File: src/emon_pkg.sv
// Behaviour
// - overrun flag set on unacknowledged repeat change
// - sync loss unless period is 32-frame multiple
// - changed frame index held in status bits
// - status read acknowledges and re-arms change
// - high coefficient read acknowledges availability
// - coefficient bits split high and low registers
// - low register top bit flags final coefficient
// - sign, exponent, mantissa expand to 18 bits
// - auxiliary coefficient bits 9:2 in aux register
// - monitors follow selected monitor channel field
// - three PCM sample monitors for chosen channel
// - log level, 191 max, 16 codes per 6 dB
// - 184 is 0 dBm0, 1 is -69, 0 silent
// - request bits clear on read, masked never set
// - old-value register keeps pre-change frame data
package emon_pkg;
  // register indices, byte address is four times the index
  localparam logic [6:0] IDX_IRQ_REQUEST = 7'h08;
  localparam logic [6:0] IDX_SEND_IN_LEVEL = 7'h1e;
  localparam logic [6:0] IDX_SEND_IN_SAMPLE = 7'h29;
  localparam logic [6:0] IDX_SEND_OUT_SAMPLE = 7'h2a;
  localparam logic [6:0] IDX_RECV_IN_SAMPLE = 7'h2b;
  localparam logic [6:0] IDX_OLD_VALUE = 7'h68;
  localparam logic [6:0] IDX_NEW_VALUE = 7'h69;
  localparam logic [6:0] IDX_CHANGE_STATUS = 7'h6a;
  localparam logic [6:0] IDX_POLL_STATUS = 7'h6e;
  localparam logic [6:0] IDX_IRQ_MASK = 7'h70;
  localparam logic [6:0] IDX_MON_CONTROL = 7'h71;
  localparam logic [6:0] IDX_COEFFICIENT_BITS_HIGH = 7'h7b;
  localparam logic [6:0] IDX_COEFFICIENT_BITS_LOW = 7'h7c;
  localparam logic [6:0] IDX_COEFFICIENT_BITS_AUX = 7'h7d;
  // interrupt source bit positions, shared by request, mask and poll
  localparam int IRQ_MONITOR = 0;
  localparam int IRQ_CHANGE = 1;
  localparam int IRQ_COEFFICIENT_BITS = 2;
  localparam int IRQ_SYNC = 3;
  localparam int IRQ_BITS = 4;
  // field positions
  localparam int CHG_OVERRUN_BIT = 6;
  localparam int CHG_SYNC_BIT = 5;
  localparam int MON_VALID_BIT = 7;
  localparam int COEFFICIENT_BITS_FINAL_BIT = 7;
  // reset values
  localparam logic [IRQ_BITS-1:0] IRQ_MASK_RESET = 4'h0;
  localparam logic [4:0] MON_CHANNEL_RESET = 5'h00;
  localparam logic SYNC_LOSS_RESET = 1'b1;
  // level scale: offset removed from raw log code so full scale lands on 191
  localparam logic [7:0] LEVEL_OFFSET = 8'h40;
  localparam logic [7:0] LEVEL_MIN_CODE = 8'h01;
  // axi responses
  localparam logic [1:0] RESP_OKAY = 2'h0;
  localparam logic [1:0] RESP_SLVERR = 2'h2;

  typedef struct packed {
    logic [4:0] frame;
    logic [7:0] old_value;
    logic [7:0] new_value;
  } emon_change_type;

  typedef struct packed {
    logic [13:0] bits;
    logic final_flag;
    logic [9:0] aux;
  } emon_coefficient_bits_type;

  typedef struct packed {
    logic [7:0] send_in;
    logic [7:0] send_out;
    logic [7:0] recv_in;
    logic [15:0] level_mag;
  } emon_sample_type;
endpackage

File: src/emon_status_readout.sv
`timescale 1ns/1ns
module emon_status_readout (
  // clock and reset
  input wire logic clk_i,
  input wire logic rst_i,
  // axi4-lite write address and data
  input wire logic [31:0] s_axi_awaddr_i,
  input wire logic s_axi_awvalid_i,
  output logic s_axi_awready_o,
  input wire logic [31:0] s_axi_wdata_i,
  input wire logic [3:0] s_axi_wstrb_i,
  input wire logic s_axi_wvalid_i,
  output logic s_axi_wready_o,
  // axi4-lite write response
  output logic [1:0] s_axi_bresp_o,
  output logic s_axi_bvalid_o,
  input wire logic s_axi_bready_i,
  // axi4-lite read
  input wire logic [31:0] s_axi_araddr_i,
  input wire logic s_axi_arvalid_i,
  output logic s_axi_arready_o,
  output logic [31:0] s_axi_rdata_o,
  output logic [1:0] s_axi_rresp_o,
  output logic s_axi_rvalid_o,
  input wire logic s_axi_rready_i,
  // user channel change unit
  input wire logic change_event_i,
  input wire emon_pkg::emon_change_type change_data_i,
  input wire logic frame_strobe_i,
  input wire logic frame_sync_pulse_i,
  // adaptive filter coefficient readout
  input wire logic coefficient_bits_event_i,
  input wire emon_pkg::emon_coefficient_bits_type coefficient_bits_data_i,
  // channel monitor
  input wire logic monitor_update_i,
  input wire emon_pkg::emon_sample_type monitor_data_i,
  output logic [4:0] monitor_channel_select_o,
  // derived values and interrupt
  output logic [17:0] coefficient_linear_o,
  output logic irq_o
);

  // expand sign/exponent/mantissa to an 18-bit sign-magnitude value
  function automatic logic [17:0] expand_coefficient_bits(input logic [13:0] c);
    logic [16:0] mag;
    mag = 17'h00000;
    // exponent zero keeps the mantissa as is, with no hidden leading one
    if (c[12:10] == 3'h0) begin
      mag = {7'h00, c[9:0]};
    end else begin
      mag = 17'({6'h00, 1'b1, c[9:0]} << (c[12:10] - 3'h1));
    end
    return {c[13], mag};
  endfunction

  // log level code: 16 codes per octave, i.e. per 6 dB
  function automatic logic [7:0] encode_level(input logic [15:0] mag);
    logic [3:0] pos;
    logic [15:0] norm;
    logic [7:0] raw;
    pos = 4'h0;
    norm = 16'h0000;
    raw = 8'h00;
    for (int i = 0; i < 16; i++) begin
      if (mag[i]) begin
        pos = 4'(i);
      end
    end
    norm = 16'(mag << (4'hf - pos));
    // leading one position gives the octave, the next four bits the step
    raw = {pos, norm[14:11]};
    // codes at or below the offset floor at the lowest nonzero code
    if (mag == 16'h0000) begin
      return 8'h00;
    end else if (raw <= emon_pkg::LEVEL_OFFSET) begin
      return emon_pkg::LEVEL_MIN_CODE;
    end
    return 8'(raw - emon_pkg::LEVEL_OFFSET);
  endfunction

  // number of interrupt sources, shared by request, mask and poll
  localparam int IRQ_BITS_W = emon_pkg::IRQ_BITS;

  logic [6:0] aw_index;
  logic aw_ok;
  logic aw_full;
  logic [31:0] w_data;
  logic [3:0] w_strb;
  logic w_full;
  logic wr_fire;
  logic ar_fire;
  logic [6:0] ar_index;
  logic ar_ok;
  logic [31:0] next_rdata;
  logic next_rerr;
  logic wr_low;
  logic ack_change;
  logic ack_coefficient_bits;
  logic ack_irq;
  logic [IRQ_BITS_W-1:0] irq_request;
  logic [IRQ_BITS_W-1:0] irq_mask;
  logic [IRQ_BITS_W-1:0] poll;
  logic [IRQ_BITS_W-1:0] events;
  logic [IRQ_BITS_W-1:0] req_clear;
  emon_pkg::emon_change_type change_held;
  logic overrun;
  logic sync_loss;
  logic [4:0] frame_count;
  logic [4:0] next_frame_count;
  logic sync_event;
  emon_pkg::emon_coefficient_bits_type coefficient_bits_held;
  emon_pkg::emon_sample_type sample_held;
  logic [7:0] level_code;
  logic monitor_valid;
  // pending flags behind the change and coefficient poll bits
  logic change_pending;
  logic coefficient_bits_pending;

  // read address decode; upper address bits must be zero
  // misaligned or out-of-range addresses answer with an error
  assign ar_fire = s_axi_arvalid_i && s_axi_arready_o;
  assign ar_index = s_axi_araddr_i[8:2];
  assign ar_ok = (s_axi_araddr_i[31:9] == 23'h000000) && (s_axi_araddr_i[1:0] == 2'h0);
  assign wr_fire = aw_full && w_full && !s_axi_bvalid_o;
  assign wr_low = wr_fire && aw_ok && w_strb[0];

  // read side effects: acknowledges happen when the address is taken
  assign ack_change = ar_fire && ar_ok && (ar_index == emon_pkg::IDX_CHANGE_STATUS);
  assign ack_coefficient_bits = ar_fire && ar_ok && (ar_index == emon_pkg::IDX_COEFFICIENT_BITS_HIGH);
  assign ack_irq = ar_fire && ar_ok && (ar_index == emon_pkg::IDX_IRQ_REQUEST);

  // read data mux
  always_comb begin
    next_rdata = 32'h00000000;
    next_rerr = 1'b0;
    if (!ar_ok) begin
      next_rerr = 1'b1;
    end else begin
      case (ar_index)
        emon_pkg::IDX_IRQ_REQUEST: next_rdata[IRQ_BITS_W-1:0] = irq_request;
        emon_pkg::IDX_IRQ_MASK: next_rdata[IRQ_BITS_W-1:0] = irq_mask;
        emon_pkg::IDX_POLL_STATUS: next_rdata[IRQ_BITS_W-1:0] = poll;
        emon_pkg::IDX_SEND_IN_LEVEL: next_rdata[7:0] = level_code;
        emon_pkg::IDX_SEND_IN_SAMPLE: next_rdata[7:0] = sample_held.send_in;
        emon_pkg::IDX_SEND_OUT_SAMPLE: next_rdata[7:0] = sample_held.send_out;
        emon_pkg::IDX_RECV_IN_SAMPLE: next_rdata[7:0] = sample_held.recv_in;
        emon_pkg::IDX_OLD_VALUE: next_rdata[7:0] = change_held.old_value;
        emon_pkg::IDX_NEW_VALUE: next_rdata[7:0] = change_held.new_value;
        emon_pkg::IDX_CHANGE_STATUS: begin
          next_rdata[emon_pkg::CHG_OVERRUN_BIT] = overrun;
          next_rdata[emon_pkg::CHG_SYNC_BIT] = sync_loss;
          next_rdata[4:0] = change_held.frame;
        end
        emon_pkg::IDX_MON_CONTROL: begin
          next_rdata[emon_pkg::MON_VALID_BIT] = monitor_valid;
          next_rdata[4:0] = monitor_channel_select_o;
        end
        emon_pkg::IDX_COEFFICIENT_BITS_HIGH: next_rdata[7:0] = coefficient_bits_held.bits[13:6];
        emon_pkg::IDX_COEFFICIENT_BITS_LOW: begin
          next_rdata[emon_pkg::COEFFICIENT_BITS_FINAL_BIT] = coefficient_bits_held.final_flag;
          next_rdata[5:0] = coefficient_bits_held.bits[5:0];
        end
        emon_pkg::IDX_COEFFICIENT_BITS_AUX: next_rdata[7:0] = coefficient_bits_held.aux[9:2];
        default: next_rerr = 1'b1;
      endcase
    end
  end

  // read channel: one cycle from address taken to data valid
  // arready stays low until the answer is taken, so one read is open
  always_ff @(posedge clk_i or posedge rst_i) begin
    if (rst_i) begin
      s_axi_arready_o <= 1'b1;
      s_axi_rvalid_o <= 1'b0;
      s_axi_rdata_o <= 32'h00000000;
      s_axi_rresp_o <= emon_pkg::RESP_OKAY;
    end else if (ar_fire) begin
      s_axi_arready_o <= 1'b0;
      s_axi_rvalid_o <= 1'b1;
      s_axi_rdata_o <= next_rdata;
      s_axi_rresp_o <= next_rerr ? emon_pkg::RESP_SLVERR : emon_pkg::RESP_OKAY;
    end else if (s_axi_rvalid_o && s_axi_rready_i) begin
      s_axi_rvalid_o <= 1'b0;
      s_axi_arready_o <= 1'b1;
    end
  end

  // write address capture
  // address held until the response is taken
  always_ff @(posedge clk_i or posedge rst_i) begin
    if (rst_i) begin
      s_axi_awready_o <= 1'b1;
      aw_full <= 1'b0;
      aw_index <= 7'h00;
      aw_ok <= 1'b0;
    end else if (s_axi_awvalid_i && s_axi_awready_o) begin
      s_axi_awready_o <= 1'b0;
      aw_full <= 1'b1;
      aw_index <= s_axi_awaddr_i[8:2];
      aw_ok <= (s_axi_awaddr_i[31:9] == 23'h000000) && (s_axi_awaddr_i[1:0] == 2'h0);
    end else if (s_axi_bvalid_o && s_axi_bready_i) begin
      s_axi_awready_o <= 1'b1;
      aw_full <= 1'b0;
    end
  end

  // write data capture
  // data and strobes held until the response is taken
  always_ff @(posedge clk_i or posedge rst_i) begin
    if (rst_i) begin
      s_axi_wready_o <= 1'b1;
      w_full <= 1'b0;
      w_data <= 32'h00000000;
      w_strb <= 4'h0;
    end else if (s_axi_wvalid_i && s_axi_wready_o) begin
      s_axi_wready_o <= 1'b0;
      w_full <= 1'b1;
      w_data <= s_axi_wdata_i;
      w_strb <= s_axi_wstrb_i;
    end else if (s_axi_bvalid_o && s_axi_bready_i) begin
      s_axi_wready_o <= 1'b1;
      w_full <= 1'b0;
    end
  end

  // write response; only mask, request and monitor control accept writes
  // bvalid blocks a second write until the response is taken
  always_ff @(posedge clk_i or posedge rst_i) begin
    if (rst_i) begin
      s_axi_bvalid_o <= 1'b0;
      s_axi_bresp_o <= emon_pkg::RESP_OKAY;
    end else if (wr_fire) begin
      s_axi_bvalid_o <= 1'b1;
      if (aw_ok && (aw_index == emon_pkg::IDX_IRQ_MASK || aw_index == emon_pkg::IDX_IRQ_REQUEST
          || aw_index == emon_pkg::IDX_MON_CONTROL)) begin
        s_axi_bresp_o <= emon_pkg::RESP_OKAY;
      end else begin
        s_axi_bresp_o <= emon_pkg::RESP_SLVERR;
      end
    end else if (s_axi_bready_i) begin
      s_axi_bvalid_o <= 1'b0;
    end
  end

  // interrupt mask
  always_ff @(posedge clk_i or posedge rst_i) begin
    if (rst_i) begin
      irq_mask <= emon_pkg::IRQ_MASK_RESET;
    end else if (wr_low && aw_index == emon_pkg::IDX_IRQ_MASK) begin
      irq_mask <= w_data[IRQ_BITS_W-1:0];
    end
  end

  // monitor control: channel select, valid flag cleared by writing zero
  always_ff @(posedge clk_i or posedge rst_i) begin
    if (rst_i) begin
      monitor_channel_select_o <= emon_pkg::MON_CHANNEL_RESET;
      monitor_valid <= 1'b0;
    end else begin
      if (wr_low && aw_index == emon_pkg::IDX_MON_CONTROL) begin
        monitor_channel_select_o <= w_data[4:0];
        if (!w_data[emon_pkg::MON_VALID_BIT]) begin
          monitor_valid <= 1'b0;
        end
      end
      if (monitor_update_i) begin
        monitor_valid <= 1'b1; // set wins over clear
      end
    end
  end

  // monitor samples of the selected channel, level encoded on capture
  always_ff @(posedge clk_i or posedge rst_i) begin
    if (rst_i) begin
      sample_held <= '0;
      level_code <= 8'h00;
    end else if (monitor_update_i) begin
      sample_held <= monitor_data_i;
      level_code <= encode_level(monitor_data_i.level_mag);
    end
  end

  // sync supervision: frames between sync pulses must be a multiple of 32
  // a strobe in the sync cycle still counts toward the period
  assign next_frame_count = 5'(frame_count + {4'h0, frame_strobe_i});
  assign sync_event = frame_sync_pulse_i && ((next_frame_count != 5'h00) != sync_loss);
  always_ff @(posedge clk_i or posedge rst_i) begin
    if (rst_i) begin
      frame_count <= 5'h00;
      sync_loss <= emon_pkg::SYNC_LOSS_RESET;
    end else if (frame_sync_pulse_i) begin
      frame_count <= 5'h00;
      sync_loss <= (next_frame_count != 5'h00);
    end else begin
      frame_count <= next_frame_count;
    end
  end

  // change capture: first change held until acknowledged, repeats flag overrun
  // an acknowledge in the event cycle re-arms, so the new change is kept
  always_ff @(posedge clk_i or posedge rst_i) begin
    if (rst_i) begin
      change_held <= '0;
      overrun <= 1'b0;
      change_pending <= 1'b0;
    end else if (change_event_i && (ack_change || !change_pending)) begin
      change_held <= change_data_i;
      overrun <= 1'b0;
      change_pending <= 1'b1;
    end else if (change_event_i) begin
      overrun <= 1'b1;
    end else if (ack_change) begin
      overrun <= 1'b0;
      change_pending <= 1'b0;
    end
  end

  // coefficient capture: new coefficient accepted once the previous is acknowledged
  // an unacknowledged coefficient is kept, later ones are dropped
  always_ff @(posedge clk_i or posedge rst_i) begin
    if (rst_i) begin
      coefficient_bits_held <= '0;
      coefficient_linear_o <= 18'h00000;
      coefficient_bits_pending <= 1'b0;
    end else if (coefficient_bits_event_i && (ack_coefficient_bits || !coefficient_bits_pending)) begin
      coefficient_bits_held <= coefficient_bits_data_i;
      coefficient_linear_o <= expand_coefficient_bits(coefficient_bits_data_i.bits);
      coefficient_bits_pending <= 1'b1;
    end else if (ack_coefficient_bits) begin
      coefficient_bits_pending <= 1'b0;
    end
  end

  // poll bits: pending change and coefficient, live sync loss and monitor valid
  always_comb begin
    poll = '0;
    poll[emon_pkg::IRQ_CHANGE] = change_pending;
    poll[emon_pkg::IRQ_COEFFICIENT_BITS] = coefficient_bits_pending;
    poll[emon_pkg::IRQ_SYNC] = sync_loss;
    poll[emon_pkg::IRQ_MONITOR] = monitor_valid;
  end

  // interrupt sources as one-cycle events
  // change and coefficient events count only when they are captured
  always_comb begin
    events = '0;
    events[emon_pkg::IRQ_CHANGE] = change_event_i && (ack_change || !change_pending);
    events[emon_pkg::IRQ_COEFFICIENT_BITS] = coefficient_bits_event_i && (ack_coefficient_bits || !coefficient_bits_pending);
    events[emon_pkg::IRQ_SYNC] = sync_event && !sync_loss;
    events[emon_pkg::IRQ_MONITOR] = monitor_update_i;
    req_clear = ack_irq ? {IRQ_BITS_W{1'b1}} : '0;
    if (wr_low && aw_index == emon_pkg::IDX_IRQ_REQUEST) begin
      req_clear = req_clear | w_data[IRQ_BITS_W-1:0];
    end
  end

  // sticky request bits: masked sources never set, set wins over clear
  always_ff @(posedge clk_i or posedge rst_i) begin
    if (rst_i) begin
      irq_request <= '0;
    end else begin
      irq_request <= (irq_request & ~req_clear) | (events & irq_mask);
    end
  end

  // level interrupt from registered request bits
  // computed from the next request value so irq_o lines up with it
  always_ff @(posedge clk_i or posedge rst_i) begin
    if (rst_i) begin
      irq_o <= 1'b0;
    end else begin
      irq_o <= |(((irq_request & ~req_clear) | (events & irq_mask)) & irq_mask);
    end
  end

endmodule

File: config.mk
export PLATFORM = sky130hd
export DESIGN_NAME = emon_status_readout
export DESIGN_NICKNAME = d
export VERILOG_FILES = /design/src/emon_pkg.sv /design/src/emon_status_readout.sv
export SDC_FILE = /design/constraint.sdc
export NUM_CORES = 1
export LEC_CHECK = 0
export ABC_CLOCK_PERIOD_IN_PS = 12000
export BUFFER_PORTS_ARGS = -buffer_cell sky130_fd_sc_hd__buf_4
export CAP_MARGIN = 20
export CORE_MARGIN = 5
export CORE_UTILIZATION = 25
export DETAILED_ROUTE_END_ITERATION = 8
export PLACE_DENSITY = 0.49
export REMOVE_ABC_BUFFERS = 1
export SLEW_MARGIN = 5
export SYNTH_ARGS = -nofsm -noshare
export SYNTH_HDL_FRONTEND = slang
export SYNTH_SLANG_ARGS = --single-unit
File: constraint.sdc
create_clock -name clk_i -period 12 [get_ports clk_i]
set_clock_uncertainty 0.05 [all_clocks]
set_input_delay 0.6 -clock clk_i [delete_from_list [all_inputs] [get_ports clk_i]]
set_output_delay 0.6 -clock clk_i [all_outputs]
set_load 0.02 [all_outputs]
# Yosys cells after proc, flatten, opt, wreduce, memory -nomap -nowiden
# Cells that the tools add are included.
classes:
  n_bitwise: 6
  magnitude_cmp: 1
  muxes: 58
  n_reduce_logical: 50
  shift: 2
  eq_ne: 20
  add_sub_neg: 4
op_table:
  columns: ["operator", "n"]
  rows:
  - ["equality test 7 bit, second input constant", 11]
  - ["2-to-1 mux 4 bit", 17]
  - ["case mux 4 bit (14 select lines)", 1]
  - ["logical NOT 23 bit", 2]
  - ["2-to-1 mux 8 bit", 4]
  - ["2-to-1 mux 1 bit", 28]
  - ["logical AND 1 bit", 23]
  - ["equality test 7 x 6 -> 1 bit, second input constant", 3]
  - ["case mux 1 bit (10 select lines)", 2]
  - ["2-to-1 mux 17 bit", 1]
  - ["<< shifter 11 x 3 -> 17 bit", 1]
  - ["logical NOT 16 bit", 1]
  - ["<< shifter 16 x 4 -> 15 bit", 1]
  - ["equality test 7 x 4 -> 1 bit, second input constant", 2]
  - ["nonzero test 2 bit", 7]
  - ["OR reduction 14 bit", 1]
  - ["bitwise AND 4 bit", 3]
  - ["case mux 1 bit (11 select lines)", 1]
  - ["case mux 1 bit (9 select lines)", 1]
  - ["less-or-equal comparator 8 x 7 -> 1 bit, second input constant", 1]
  - ["OR 4 bit", 2]
  - ["subtractor 8 x 7 -> 8 bit, second input constant", 1]
  - ["equality test 7 x 5 -> 1 bit, second input constant", 1]
  - ["adder 5 x 1 -> 5 bit", 1]
  - ["16 further kinds", 25]
totals:
  elab_cells: 176
  out_inout_bits: 65
  ff_bits: 156

# Longest topological paths before layout
# Gate-level depths: netlist of run 1.
logic_depth:
  ltp_word: 23
  ltp_mapped: 12
  ltp_nobuf: 10

# Least setup slack after synthesis of run 1
# OpenSTA, ideal clock, no wires.
synth_path:
  kind: "input-to-reg"
  startpoint: "input s_axi_araddr_i[15]"
  endpoint: "register coefficient_bits_held[13] (netlist name)"
  slack_ns: 9.168
  t_required_ns: 11.825
  setup_time_ns: 0.125
  n_path_buf: 1
  path_stages: 7
  arrival_ns: 2.657
  path_cell_list: "or4_1 or4_1 or3_4 o21ai_2 nand2_2 buf_6 mux2_4"
synth_between:
  elab_chain_cells: 6
synth_lines:
  columns: ["element", "line", "source"]
  rows:
  - ["start: declaration", "emon_status_readout.sv:19", "input wire logic [31:0] s_axi_araddr_i,"]
  - ["logical NOT 23 bit", "emon_status_readout.sv:123", "assign ar_ok = (s_axi_araddr_i[31:9] == 23'h000000) && (s_axi_araddr_i[1:0] == 2'h0);"]
  - ["logical AND 1 bit", "emon_status_readout.sv:123", null]
  - ["logical AND 1 bit (2 in series)", "emon_status_readout.sv:129", "assign ack_coefficient_bits = ar_fire && ar_ok && (ar_index == emon_pkg::IDX_COEFFICIENT_BITS_HIGH);"]
  - ["logical OR 1 bit", "emon_status_readout.sv:325", "end else if (coefficient_bits_event_i && (ack_coefficient_bits || !coefficient_bits_pending)) begin"]
  - ["logical AND 1 bit", "emon_status_readout.sv:325", null]
  - ["end signal: assignment", "emon_status_readout.sv:326", "coefficient_bits_held <= coefficient_bits_data_i;"]
  - ["end: declaration", "emon_status_readout.sv:111", "emon_pkg::emon_coefficient_bits_type coefficient_bits_held;"]
# No other way between the ends.
# A chain may end at the register's enable or synchronous reset.

# Final worst setup path of run 1
layout_path:
  startpoint: "register s_axi_arready_o"
  endpoint: "register irq_o"
layout_between:
  elab_chain_cells: 11
  word_cells_on_any_way: 18
  classes_between: "mux: 2; bitwise: 6; reduce/logical: 10"
layout_lines:
  columns: ["element", "line", "source"]
  rows:
  - ["start: declaration", "emon_status_readout.sv:21", "output logic s_axi_arready_o,"]
  - ["start signal: assignment", "emon_status_readout.sv:173", "s_axi_arready_o <= 1'b1;"]
  - ["start signal: assignment", "emon_status_readout.sv:178", "s_axi_arready_o <= 1'b0;"]
  - ["start signal: assignment", "emon_status_readout.sv:184", "s_axi_arready_o <= 1'b1;"]
  - ["logical AND 1 bit (*)", "emon_status_readout.sv:121", "assign ar_fire = s_axi_arvalid_i && s_axi_arready_o;"]
  - ["logical AND 1 bit (*)", "emon_status_readout.sv:128, emon_status_readout.sv:129, emon_status_readout.sv:130", null]
  - ["logical AND 1 bit", "emon_status_readout.sv:130", "assign ack_irq = ar_fire && ar_ok && (ar_index == emon_pkg::IDX_IRQ_REQUEST);"]
  - ["2-to-1 mux 4 bit", "emon_status_readout.sv:351", "req_clear = ack_irq ? {IRQ_BITS_W{1'b1}} : '0;"]
  - ["OR 4 bit", "emon_status_readout.sv:353", "req_clear = req_clear | w_data[IRQ_BITS_W-1:0];"]
  - ["2-to-1 mux 4 bit", "emon_status_readout.sv:352", "if (wr_low && aw_index == emon_pkg::IDX_IRQ_REQUEST) begin"]
  - ["NOT 4 bit", "emon_status_readout.sv:372", "irq_o <= |(((irq_request & ~req_clear) | (events & irq_mask)) & irq_mask);"]
  - ["bitwise AND 4 bit", "emon_status_readout.sv:372", null]
  - ["OR 4 bit (*)", "emon_status_readout.sv:372", null]
  - ["bitwise AND 4 bit (*)", "emon_status_readout.sv:372", null]
  - ["OR reduction 4 bit (*)", "emon_status_readout.sv:372", null]
  - ["end signal: assignment", "emon_status_readout.sv:372", null]
  - ["end: declaration", "emon_status_readout.sv:40", "output logic irq_o"]
# Mark *: on every way between the ends. The rest lies on a longest branch, timed or not.

==> flow_summary_export.csv, run 1 <==
group,metric,value,unit
status,outcome,"completed",
cts,cts_buffer_depth,2,
sta,final_number_of_hold_violating_endpoints,0,
routing,drt_pass1_iterations,5,
cells_and_area,syn_to_final_growth,29.8,%
synthesis,synth_ff_type,"sky130_fd_sc_hd__dfrtp_1",
global_route,grt_remaining_overflow,0,
cts,cts_resized,0,
cts,cts.root.buffer_cell,"sky130_fd_sc_hd__clkbuf_16",
floorplanning,core.rowCount,66,
global_route,grt.total_usage,14.9,%
sta,report.final.setup_viol,0,
placed_design,gpl.final_weighted_congestion,0.853,
placed_design,dp.final_hpwl,21.3,mm
synthesis,syn-cell-area,8300,um^2
critical_path,setup.worst_path.class,"reg -> reg",
floorplanning,fp.dieW,192,um
sta,setup_tns,0,ps
synthesis,number_of_synthesized_flops_with_an_enable_pin,0,
routing,drc_errors,0,
critical_path,critPathMaxFanout,23,
run,max_cap_violations,0,
sta,fin_crit_sh,26.9,%
global_route,antenna_found_initial,1,
synthesis,postSynthRegisterBits,149,
critical_path,r2r-start,"s_axi_arready_o$_DFFE_PP1P_",
synthesis,synth_area_leaders,"sky130_fd_sc_hd__dfrtp_1, sky130_fd_sc_hd__mux2_2, sky130_fd_sc_hd__nand2_1",
critical_path,critPathArrivalTime,3540,ps
synthesis,postSynth.asyncResetShare,100,%
global_route,grt_first_pass_wirelength,42.5,mm
floorplanning,pin_count,263,
critical_path,crit_path_launch,"s_axi_arready_o$_DFFE_PP1P_",
cts,cts_hold_repair.buffers,0,
floorplanning,die_area,36900,um^2
routing,num_vias,7211,
sta,tightest_slew,1050,ps
routing,drtIter0Drc,379,
sta,rsz0062_at_grt,"no",
cts,post_cts_buffers,0,
synthesis,count_of_unique_library_cells_instantiated_by_yosys,80,
sta,final_count_of_pins_violating_max_slew,0,
routing,detail_route.wirelength,28.1,mm
sta,slew_headroom,29.2,%
synthesis,synth_seq_area_share,45.0,%
synthesis,synthesis.yosys.warnings,0,
power_and_ir_drop,power.leakage,4.99,nW
global_route,grt_pass1_vias,7207,
power_and_ir_drop,total_power,0.00150,W
power_and_ir_drop,p_per_area,140,nW/um^2
routing,avgViaCountPerCell,4.79,
sta,clock.fmax,310,MHz
synthesis,post-synth-top-area-fraction,43.7,%
synthesis,post_syn_instances,858,
global_route,grt_max_degree,81,
floorplanning,die_h,192,um
critical_path,timing.critical_path.required,12310,ps
critical_path,worstSetupStartpointType,"register",
cells_and_area,final_layout_size_suffix_gt1_share,31.5,%
min_path,classification_of_the_worst_slack_hold_path,"in -> async",
placed_design,placement.io_buffers,205,
cts,cts_tree,"yes",
cts,h_tree_levels,4,
floorplanning,initial_utilization,25.4,%
floorplanning,core-area,32600,um^2
synthesis,yosys.area.top_type,"sky130_fd_sc_hd__dfrtp_1",
cells_and_area,fillCellCount,3400,
synthesis,post_synth.cell_area_avg,9.67,um^2
routing,avgRoutedWirePerCell,18.7,um
critical_path,capturing_element_type_of_the_critical_path,"register",
cts,clkSlewWorstSetupHoldPaths,60,ps
cts,numCtsBuffers,17,
power_and_ir_drop,ir_drop,0.0000984,V
cts,worst_skew_pair.late_latency,430,ps
cts,clock-sinks,149,
cells_and_area,finalNetCount,1253,
sta,finalCriticalPeriod,3220,ps
routing,drtAntennaViolNets,0,
power by group:
part           switching, W  internal [W]
clock              0.000224      0.000369
sequential        0.0000534      0.000577
combinational      0.000144      0.000136
total              0.000421       0.00108
area by class of cell:
cell class / instances / area (um^2) / area share, %
Timing Repair Buffer: 209 / 1570 / 14.6
Multi-Input combinational cell: 648 / 4180 / 38.8
Inverter: 24 / 95.1 / 0.883
Clock inverter: 13 / 204 / 1.89
Antenna cell: 1 / 2.50 / 0.0232
Sequential cell: 149 / 3730 / 34.7
Tap cell: 442 / 553 / 5.13
Clock buffer: 19 / 433 / 4.02
layer usage:
metal  wire length, um  global-route usage (%)  vias up
met3              2080                    4.00       24
met2             12700                    23.4      254
met5                 0                       0        -
met4               515                    4.50        0
met1             12900                    20.2     3469
li1                  -                       -     3464
per-stage QoR:
stage          cell area [um^2]  hold slack, ps  setup slack [ps]  utilization (%)  std cells
3_5_place_dp              10100             414              8340             31.1       1472
2_1_floorplan              8010             391              7350                -        821
5_1_grt                   10800             255              8600             33.0       1505
6_report                  10800             264              8780             33.0       1505
4_1_cts                   10800             243              8750             33.0       1504
3_3_place_gp              10100             409              8300             31.1       1472
cell usage in the layout (no fill, tap or decap), drive strengths merged, types with 5 or more instances in the layout:
cell / n
a22o: 12
conb: 26
nor2b: 10
clkbuf: 19
ha: 6
a211oi: 8
nand2b: 9
nand4: 7
nor4: 14
a221oi: 7
nand3: 22
buf: 209
a31oi: 7
clkinv: 5
a21o: 6
nand2: 173
o21ai: 45
inv: 26
mux2i: 27
bufinv: 5
a21oi: 25
or3: 6
nor2: 42
a222oi: 7
o31ai: 12
dfrtp: 145
a22oi: 20
o211ai: 7
nor3: 17
mux2: 70
path summary, 6_finish.rpt:
path                                                to  cells after the start  slack, ps
setup / recovery                       irq_o$_DFF_PP0_                      8       8780
hold / removal                   w_data[4]$_DFFE_PP0P_                      2        260
max in group asynchronous  change_held[12]$_DFFE_PP0P_                      3      10230
hold reg to reg             change_held[0]$_DFFE_PP0P_                      2        420
setup reg to reg                       irq_o$_DFF_PP0_                      8       8780
min in group clk_i         s_axi_awready_o$_DFFE_PP1P_                      2        270
cell usage after synthesis (all sizes together) (14+ instances only):
| cell | number |
|---|---|
| buf | 38 |
| nand2 | 173 |
| a21oi | 25 |
| a22oi | 20 |
| nor3 | 17 |
| inv | 24 |
| nand3 | 22 |
| mux2i | 27 |
| o21ai | 45 |
| nor4 | 14 |
| mux2 | 70 |
| nor2 | 42 |
| clkbuf | 24 |
| dfrtp | 145 |
sequential cells by signal, indices dropped and copies added (netlist names), 6 cells and up:
| name | flops |
|---|---|
| sample_held | 24 |
| coefficient_bits_held | 22 |
| change_held | 21 |
| coefficient_linear_o | 18 |
| level_code | 8 |
| s_axi_rdata_o | 8 |
| aw_index | 7 |
| w_data | 6 |
kinds of logic after synthesis:
logic type	after synthesis	share of synthesized area, %
and+or+nand+nor	319	17.6
AOI/OAI and AO/OA	197	17.1
DFF	149	45.0
muxes	97	13.3
buffers and inverters	86	5.77
adders and majority gates	6	0.904
xor gates and xnor gates	3	0.317
other	1	0.0452
worst max-delay path: stages (launching register included):
cell,delay (ps)
sky130_fd_sc_hd__dfstp_2,540
sky130_fd_sc_hd__nand2_1,240
sky130_fd_sc_hd__or4_1,480
sky130_fd_sc_hd__or3_4,440
sky130_fd_sc_hd__o31ai_4,280
sky130_fd_sc_hd__nand2_2,340
sky130_fd_sc_hd__inv_2,500
sky130_fd_sc_hd__o21ai_0,160
sky130_fd_sc_hd__nand3_1,100
No activity file was read; power rests on OpenSTA's default activity.
==> run 2, diff against run 1 <==
--- a/config.mk
+++ b/config.mk
@@ -5,7 +5,8 @@
 export SDC_FILE = /design/constraint.sdc
 export NUM_CORES = 1
 export LEC_CHECK = 0
-export ABC_CLOCK_PERIOD_IN_PS = 12000
+export ABC_AREA = 1
+export ABC_CLOCK_PERIOD_IN_PS = 3350
 export BUFFER_PORTS_ARGS = -buffer_cell sky130_fd_sc_hd__buf_4
 export CAP_MARGIN = 20
 export CORE_MARGIN = 5
==> constraint.sdc (replaced) <==
create_clock -name clk_i -period 3.35 [get_ports clk_i]
set_clock_uncertainty 0.05 [all_clocks]
set_input_delay 0.1675 -clock clk_i [delete_from_list [all_inputs] [get_ports clk_i]]
set_output_delay 0.1675 -clock clk_i [all_outputs]
set_load 0.02 [all_outputs]
==> flow_summary_export.csv, run 2 <==
group,metric,value,unit
cells_and_area,largest_registers,"sample_held: 24 flops, coefficient_bits_held: 22 flops, change_held: 21 flops",
placed_design,dp.final_hpwl,21.1,mm
critical_path,r2r_setup_slack,570,ps
floorplanning,core-area,32300,um^2
routing,num_vias,7901,
floorplanning,die_area,36100,um^2
cells_and_area,syn_to_final_growth,41.6,%
power_and_ir_drop,power.leakage,5.66,nW
status,outcome,"completed",
routing,detail_route.wirelength,27.7,mm
cells_and_area,largest_register_ff_count,24,
critical_path,crit_slowest_cell,"sky130_fd_sc_hd__dfstp_2",
critical_path,worstSetupStartpointType,"register",
power_and_ir_drop,ir_drop,0.000254,V
cells_and_area,layout_commonest_cell,"sky130_fd_sc_hd__nand2_1",
critical_path,capturing_element_type_of_the_critical_path,"register",
global_route,grt.total_usage,15.1,%
cells_and_area,max_flop_register,"sample_held",
critical_path,r2r-start,"s_axi_arready_o$_DFFE_PP1P_",
floorplanning,die_h,190,um
cells_and_area,layout.cell_area.non_filler,11500,um^2
min_path,classification_of_the_worst_slack_hold_path,"in -> reg",
sta,clock.fmax,360,MHz
cells_and_area,final_layout_size_suffix_gt1_share,22.7,%
critical_path,timing.critical_path.required,3610,ps
cells_and_area,layout.cells.most_common_list,"sky130_fd_sc_hd__nand2_1, sky130_fd_sc_hd__buf_4, sky130_fd_sc_hd__dfrtp_1",
global_route,grt_remaining_overflow,0,
sta,rsz0062_at_grt,"no",
critical_path,critical-path-top-cell-by-count,"sky130_fd_sc_hd__nand2_1",
placed_design,gpl.final_weighted_congestion,0.870,
sta,finalCriticalPeriod,2780,ps
sta,fin_crit_sh,83.0,%
cells_and_area,insertedDiodeCount,0,
synthesis,postSynth.asyncResetShare,100,%
placed_design,placement.io_buffers,205,
synthesis,post_syn_instances,1024,
cts,worst_skew_pair.late_latency,430,ps
critical_path,delay_contributed_by_the_slowest_stage_of_the_critical_path,540,ps
floorplanning,pin_count,263,
synthesis,yosys.area.top_type,"sky130_fd_sc_hd__dfrtp_1",
sta,tightest_slew,842,ps
sta,slew_headroom,43.8,%
floorplanning,core.rowCount,66,
critical_path,cp-endpoint,"change_held[10]$_DFFE_PP0P_",
placed_design,postPlaceCellArea,10100,um^2
cts,clock-sinks,149,
floorplanning,initial_utilization,25.1,%
cts,h_tree_levels,4,
cts,cts_resized,0,
global_route,grt_pass1_vias,8062,
routing,drc_errors,0,
critical_path,timing.reg2reg.worst_path_depth,8,
synthesis,number_of_synthesized_flops_with_an_enable_pin,0,
run,max_cap_violations,0,
synthesis,synthTopCellsByCount,"sky130_fd_sc_hd__nand2_1, sky130_fd_sc_hd__dfrtp_1, sky130_fd_sc_hd__inv_1, sky130_fd_sc_hd__o21ai_0, sky130_fd_sc_hd__nor2_1",
power_and_ir_drop,total_power,0.00570,W
synthesis,synth_area_leaders,"sky130_fd_sc_hd__dfrtp_1, sky130_fd_sc_hd__nand2_1, sky130_fd_sc_hd__inv_1",
critical_path,worstPathCellList,"nand2_1, inv_1, nand3_1, nor3b_1, nand2_1, o21ai_1, nand2_2, mux2_2",
power_and_ir_drop,p_per_area,496,nW/um^2
synthesis,post-synth-top-area-fraction,44.8,%
floorplanning,fp.dieW,190,um
critical_path,setup.worst_path.class,"reg -> reg",
synthesis,synth_ff_type,"sky130_fd_sc_hd__dfrtp_1",
global_route,grt_first_pass_wirelength,43.5,mm
synthesis,count_of_unique_library_cells_instantiated_by_yosys,58,
synthesis,synth_seq_area_share,46.0,%
routing,avgRoutedWirePerCell,15.7,um
synthesis,synthesis.yosys.warnings,0,
cts,clkSlewWorstSetupHoldPaths,70,ps
synthesis,post-synth-top-count-cell,"sky130_fd_sc_hd__nand2_1",
routing,drtIter0Drc,403,
cts,cts_tree,"yes",
synthesis,postSynthRegisterBits,149,
synthesis,post_synth.cell_area_avg,7.92,um^2
critical_path,crit_path_launch,"s_axi_arready_o$_DFFE_PP1P_",
synthesis,syn-cell-area,8110,um^2
routing,drtAntennaViolNets,0,
global_route,antenna_found_initial,0,
sta,final_count_of_pins_violating_max_slew,0,
cts,numCtsBuffers,17,
routing,avgViaCountPerCell,4.46,
critical_path,worst_r2r_endpoint,"change_held[10]$_DFFE_PP0P_",
cts,cts_buffer_depth,2,
sta,final_number_of_hold_violating_endpoints,0,
critical_path,critPathArrivalTime,3040,ps
cts,cts.root.buffer_cell,"sky130_fd_sc_hd__clkbuf_16",
routing,drt_pass1_iterations,5,
cells_and_area,finalNetCount,1519,
critical_path,critPathMaxFanout,33,
global_route,grt_max_degree,88,
sta,report.final.setup_viol,0,
-- run 2: cell types whose count changed after synthesis, sizes merged, moves of 10 or more --
cell | previous run | this run
o22ai | 4 | 17
mux2i | 27 | 2
nor2 | 42 | 78
a22oi | 20 | 5
nand2 | 173 | 262
mux2 | 70 | 17
o21ai | 45 | 91
nor2b | 10 | 0
nand3 | 22 | 66
nand4 | 7 | 19
inv | 24 | 138
-- run 2: where the power goes --
part / switching, W / total (W) / internal (W)
Clock: 0.000864 / 0.00195 / 0.00109
Combinational: 0.000770 / 0.00137 / 0.000601
Sequential: 0.000200 / 0.00237 / 0.00217
Total: 0.00183 / 0.00570 / 0.00386
-- run 2: logic make-up after synthesis --
kind of cell	Yosys count	share of synthesized area [%]
AO/OA/AOI/OAI	186	13.9
AND/OR/NAND/NOR	464	25.5
flip-flops	149	46.0
other	1	0.0463
adder cells (fa/ha/maj)	6	0.926
XOR/XNOR	3	0.324
buffers and inverters	196	10.7
multiplexers	19	2.61
-- run 2: layout make-up --
| class | instances | area (um^2) |
|---|---|---|
| clock inverter | 13 | 134 |
| sequential | 149 | 3730 |
| timing repair buffer | 301 | 2460 |
| fill | 3455 | 20800 |
| inverter | 142 | 538 |
| tap | 442 | 553 |
| multi-input combinational | 704 | 3600 |
| clock buffer | 19 | 453 |
-- run 2: worst min-delay path by stage --
stage | start | endpoint | slack, ps | cells after the start
after global routing | coefficient_bits_data_i[13] | coefficient_bits_held[13]$_DFFE_PP0P_ | 20 | 3
after CTS | coefficient_bits_data_i[22] | coefficient_bits_held[22]$_DFFE_PP0P_ | 6 | 3
after floorplan | frame_sync_pulse_i | sync_loss$_DFFE_PP1P_ | 180 | 1
final | coefficient_bits_data_i[23] | coefficient_bits_held[23]$_DFFE_PP0P_ | 9 | 3
after detailed placement | s_axi_awaddr_i[1] | aw_ok$_DFFE_PP0P_ | 310 | 2
after global placement | s_axi_bready_i | s_axi_bvalid_o$_DFFE_PP0P_ | 310 | 2
-- run 2: per-stage QoR --
| step | TNS (ps) | std cells | setup slack, ps | utilization [%] | hold slack [ps] |
|---|---|---|---|---|---|
| 2_1_floorplan | -125990 | 995 | -869 | - | 181 |
| 3_3_place_gp | 0 | 1657 | 613 | 31.2 | 312 |
| 3_5_place_dp | 0 | 1657 | 595 | 31.2 | 310 |
| 4_1_cts | 0 | 1770 | 571 | 35.5 | 5.82 |
| 5_1_grt | 0 | 1770 | 258 | 35.5 | 20.8 |
| 6_report | 0 | 1770 | 571 | 35.5 | 9.03 |
-- run 2: repair_timing --
action,4_1_cts,5_1_grt
hold buffers,81,0
setup buffers,0,0
endpoints found under the hold margin,168,0
-- run 2: worst max-delay path: cells and delay by family, from the launching register on --
| family | cells | cell delay, ps |
|---|---|---|
| buffers and inverters | 1 | 160 |
| muxes | 1 | 440 |
| and+or+nand+nor | 5 | 1230 |
| AOI/OAI and AO/OA | 1 | 230 |
| DFF | 1 | 540 |
-- run 2: per-layer routing --
metal  up-vias  GRT usage (%)  share of wire (%)
met3        17           2.81                4.9
met1      3768           20.9                 47
li1       3934              -                  -
met5         -              0                  0
met4         0           3.20               0.99
met2       182           25.0                 47
==> run 3, diff against run 2 <==
--- a/config.mk
+++ b/config.mk
@@ -5,8 +5,8 @@
 export SDC_FILE = /design/constraint.sdc
 export NUM_CORES = 1
 export LEC_CHECK = 0
-export ABC_AREA = 1
-export ABC_CLOCK_PERIOD_IN_PS = 3350
+export ABC_AREA = 0
+export ABC_CLOCK_PERIOD_IN_PS = 2600
 export BUFFER_PORTS_ARGS = -buffer_cell sky130_fd_sc_hd__buf_4
 export CAP_MARGIN = 20
 export CORE_MARGIN = 5
==> constraint.sdc (replaced) <==
create_clock -name clk_i -period 2.6 [get_ports clk_i]
set_clock_uncertainty 0.05 [all_clocks]
set_input_delay 0.13 -clock clk_i [delete_from_list [all_inputs] [get_ports clk_i]]
set_output_delay 0.13 -clock clk_i [all_outputs]
set_load 0.02 [all_outputs]
==> flow_summary_export.csv, run 3 (synthesized netlist as in run 1, its figures left out) <==
group,metric,value,unit
routing,drtIter0Drc,377,
routing,detail_route.wirelength,29.3,mm
sta,finalCriticalPeriod,2420,ps
sta,final_number_of_hold_violating_endpoints,0,
cells_and_area,insertedDiodeCount,0,
cts,h_tree_levels,4,
cts,cts.root.buffer_cell,"sky130_fd_sc_hd__clkbuf_16",
floorplanning,pin_count,263,
cells_and_area,fillCellCount,3306,
cts,worst_skew_pair.late_latency,430,ps
cells_and_area,final_layout_size_suffix_gt1_share,32.3,%
sta,slew_headroom,55.6,%
floorplanning,fp.dieW,192,um
critical_path,timing.critical_path.required,2860,ps
critical_path,worstSetupStartpointType,"register",
sta,report.final.setup_viol,0,
cells_and_area,layout.cells.most_common_list,"sky130_fd_sc_hd__buf_4, sky130_fd_sc_hd__nand2_1, sky130_fd_sc_hd__dfrtp_1",
run,max_cap_violations,0,
sta,final.setup.worst_slack,180,ps
placed_design,gpl.final_weighted_congestion,0.852,
power_and_ir_drop,seq_power_share,41.0,%
floorplanning,die_h,192,um
placed_design,placement.io_buffers,205,
placed_design,post-place-ws,-22.6,ps
sta,tightest_slew,663,ps
sta,rsz0062_at_grt,"no",
global_route,grt_max_degree,59,
power_and_ir_drop,p_per_area,579,nW/um^2
cts,numCtsBuffers,17,
cells_and_area,finalNetCount,1409,
global_route,grt_pass1_vias,7998,
power_and_ir_drop,pwr-share-clk,38.2,%
critical_path,critPathArrivalTime,2680,ps
global_route,antenna_found_initial,0,
floorplanning,core.rowCount,66,
cts,cts_buffer_depth,2,
routing,num_vias,7773,
routing,avgViaCountPerCell,4.68,
cells_and_area,layout_commonest_cell,"sky130_fd_sc_hd__buf_4",
critical_path,setup.worst_path.class,"reg -> reg",
power_and_ir_drop,cellInternalPower,0.00509,W
power_and_ir_drop,power.leakage,5.72,nW
power_and_ir_drop,ir_drop,0.000445,V
cells_and_area,max_flop_register,"sample_held",
power_and_ir_drop,share_comb_of_total_power,20.8,%
cts,clkSlewWorstSetupHoldPaths,70,ps
cells_and_area,largest_registers,"sample_held: 24 flops, coefficient_bits_held: 22 flops, change_held: 21 flops",
floorplanning,core-area,32600,um^2
cells_and_area,syn_to_final_growth,47.8,%
placed_design,dp.final_hpwl,22.4,mm
sta,clock.fmax,413,MHz
global_route,grt_remaining_overflow,0,
routing,drc_errors,0,
status,outcome,"completed",
min_path,classification_of_the_worst_slack_hold_path,"in -> reg",
cts,cts_tree,"yes",
global_route,grt.total_usage,15.6,%
routing,drtAntennaViolNets,0,
cells_and_area,largest_register_ff_count,24,
critical_path,capturing_element_type_of_the_critical_path,"register",
sta,fin_crit_sh,93.1,%
routing,drt_pass1_iterations,5,
power_and_ir_drop,power.switching,0.00202,W
routing,avgRoutedWirePerCell,17.6,um
global_route,grt_first_pass_wirelength,44.9,mm
sta,final_count_of_pins_violating_max_slew,0,
floorplanning,initial_utilization,25.4,%
floorplanning,die_area,36900,um^2
critical_path,critPathMaxFanout,22,
cts,clock-sinks,149,
power_and_ir_drop,switching_share,28.4,%
sta,setup_tns,0,ps
## run 3: cell count changes in the layout (fill, tap and decap cells not counted), sizes merged, moves of 10 or more
cell / before / now
nand2: 262 / 173
nand3: 66 / 22
o22ai: 17 / 4
mux2i: 2 / 27
buf: 220 / 267
nand4: 19 / 7
mux2: 17 / 70
a22oi: 5 / 20
o21ai: 91 / 45
inv: 146 / 27
dlygate4sd3: 81 / 98
nor2: 78 / 42
nor2b: 0 / 10
## run 3: routing by layer
layer / vias to the layer above / global-route usage [%] / wire (um)
met3: 28 / 3.25 / 1810
met4: 0 / 4.39 / 529
met5: - / 0 / 0
li1: 3775 / - / -
met2: 234 / 25.9 / 13800
met1: 3736 / 20.6 / 13100
## run 3: cell type report
| class | count | area [um^2] | area share [%] |
|---|---|---|---|
| Tap cell | 442 | 553 | 4.51 |
| Clock inverter | 13 | 198 | 1.61 |
| Timing Repair Buffer | 365 | 3060 | 25.0 |
| Clock buffer | 19 | 443 | 3.61 |
| Multi-Input combinational cell | 648 | 4180 | 34.1 |
| Sequential cell | 149 | 3730 | 30.4 |
| Inverter | 24 | 95.1 | 0.775 |
## run 3: metrics by stage
| step | total power (W) | hold WS [ps] | cell area (um^2) | util, % | std cells |
|---|---|---|---|---|---|
| 6_report | 0.00711 | 38.2 | 12300 | 37.6 | 1660 |
| 5_1_grt | 0.00747 | 45.5 | 12300 | 37.6 | 1660 |
| 3_3_place_gp | 0.00430 | 188 | 10600 | 32.6 | 1530 |
| 2_1_floorplan | 0.00362 | 130 | 8010 | - | 821 |
| 3_5_place_dp | 0.00432 | 193 | 10600 | 32.6 | 1530 |
| 4_1_cts | 0.00720 | 23.3 | 12300 | 37.6 | 1660 |
## run 3: worst max-delay path: stages, from the launching register on
cell and delay, ps:
sky130_fd_sc_hd__dfstp_2 550, sky130_fd_sc_hd__nand2_1 70, sky130_fd_sc_hd__or4_1 390, sky130_fd_sc_hd__or3_4 440, sky130_fd_sc_hd__o21ai_2 170, sky130_fd_sc_hd__nand2_2 140
sky130_fd_sc_hd__buf_12 190, sky130_fd_sc_hd__mux2_4 290
## run 3: power by group through the flow
stage               Combinational [W]  Clock, W  Sequential (W)
finish                        0.00148   0.00272         0.00291
detailed placement            0.00136         0         0.00296
floorplan                    0.000682         0         0.00294
CTS                           0.00149   0.00279         0.00292
global route                  0.00163   0.00288         0.00296
global placement              0.00135         0         0.00295
## run 3: repair_timing
action	4_1_cts	5_1_grt
hold buffers	98	0
setup buffers	0	0
endpoints found under the hold margin	154	0
resized for setup	0	0
## run 3: path summary, 6_finish.rpt
kind | from | to | slack (ps) | depth (start not counted)
worst max-delay path | s_axi_arready_o$_DFFE_PP1P_ | coefficient_bits_held[15]$_DFFE_PP0P_ | 180 | 7
worst min-delay path | frame_strobe_i | frame_count[0]$_DFF_PP0_ | 40 | 3
worst max register to register | s_axi_arready_o$_DFFE_PP1P_ | coefficient_bits_held[15]$_DFFE_PP0P_ | 180 | 7
worst min register to register | change_held[16]$_DFFE_PP0P_ | change_held[16]$_DFFE_PP0P_ | 430 | 2
max in group asynchronous | rst_i | s_axi_arready_o$_DFFE_PP1P_ | 1500 | 4
min in group asynchronous | rst_i | w_data[0]$_DFFE_PP0P_ | 270 | 3
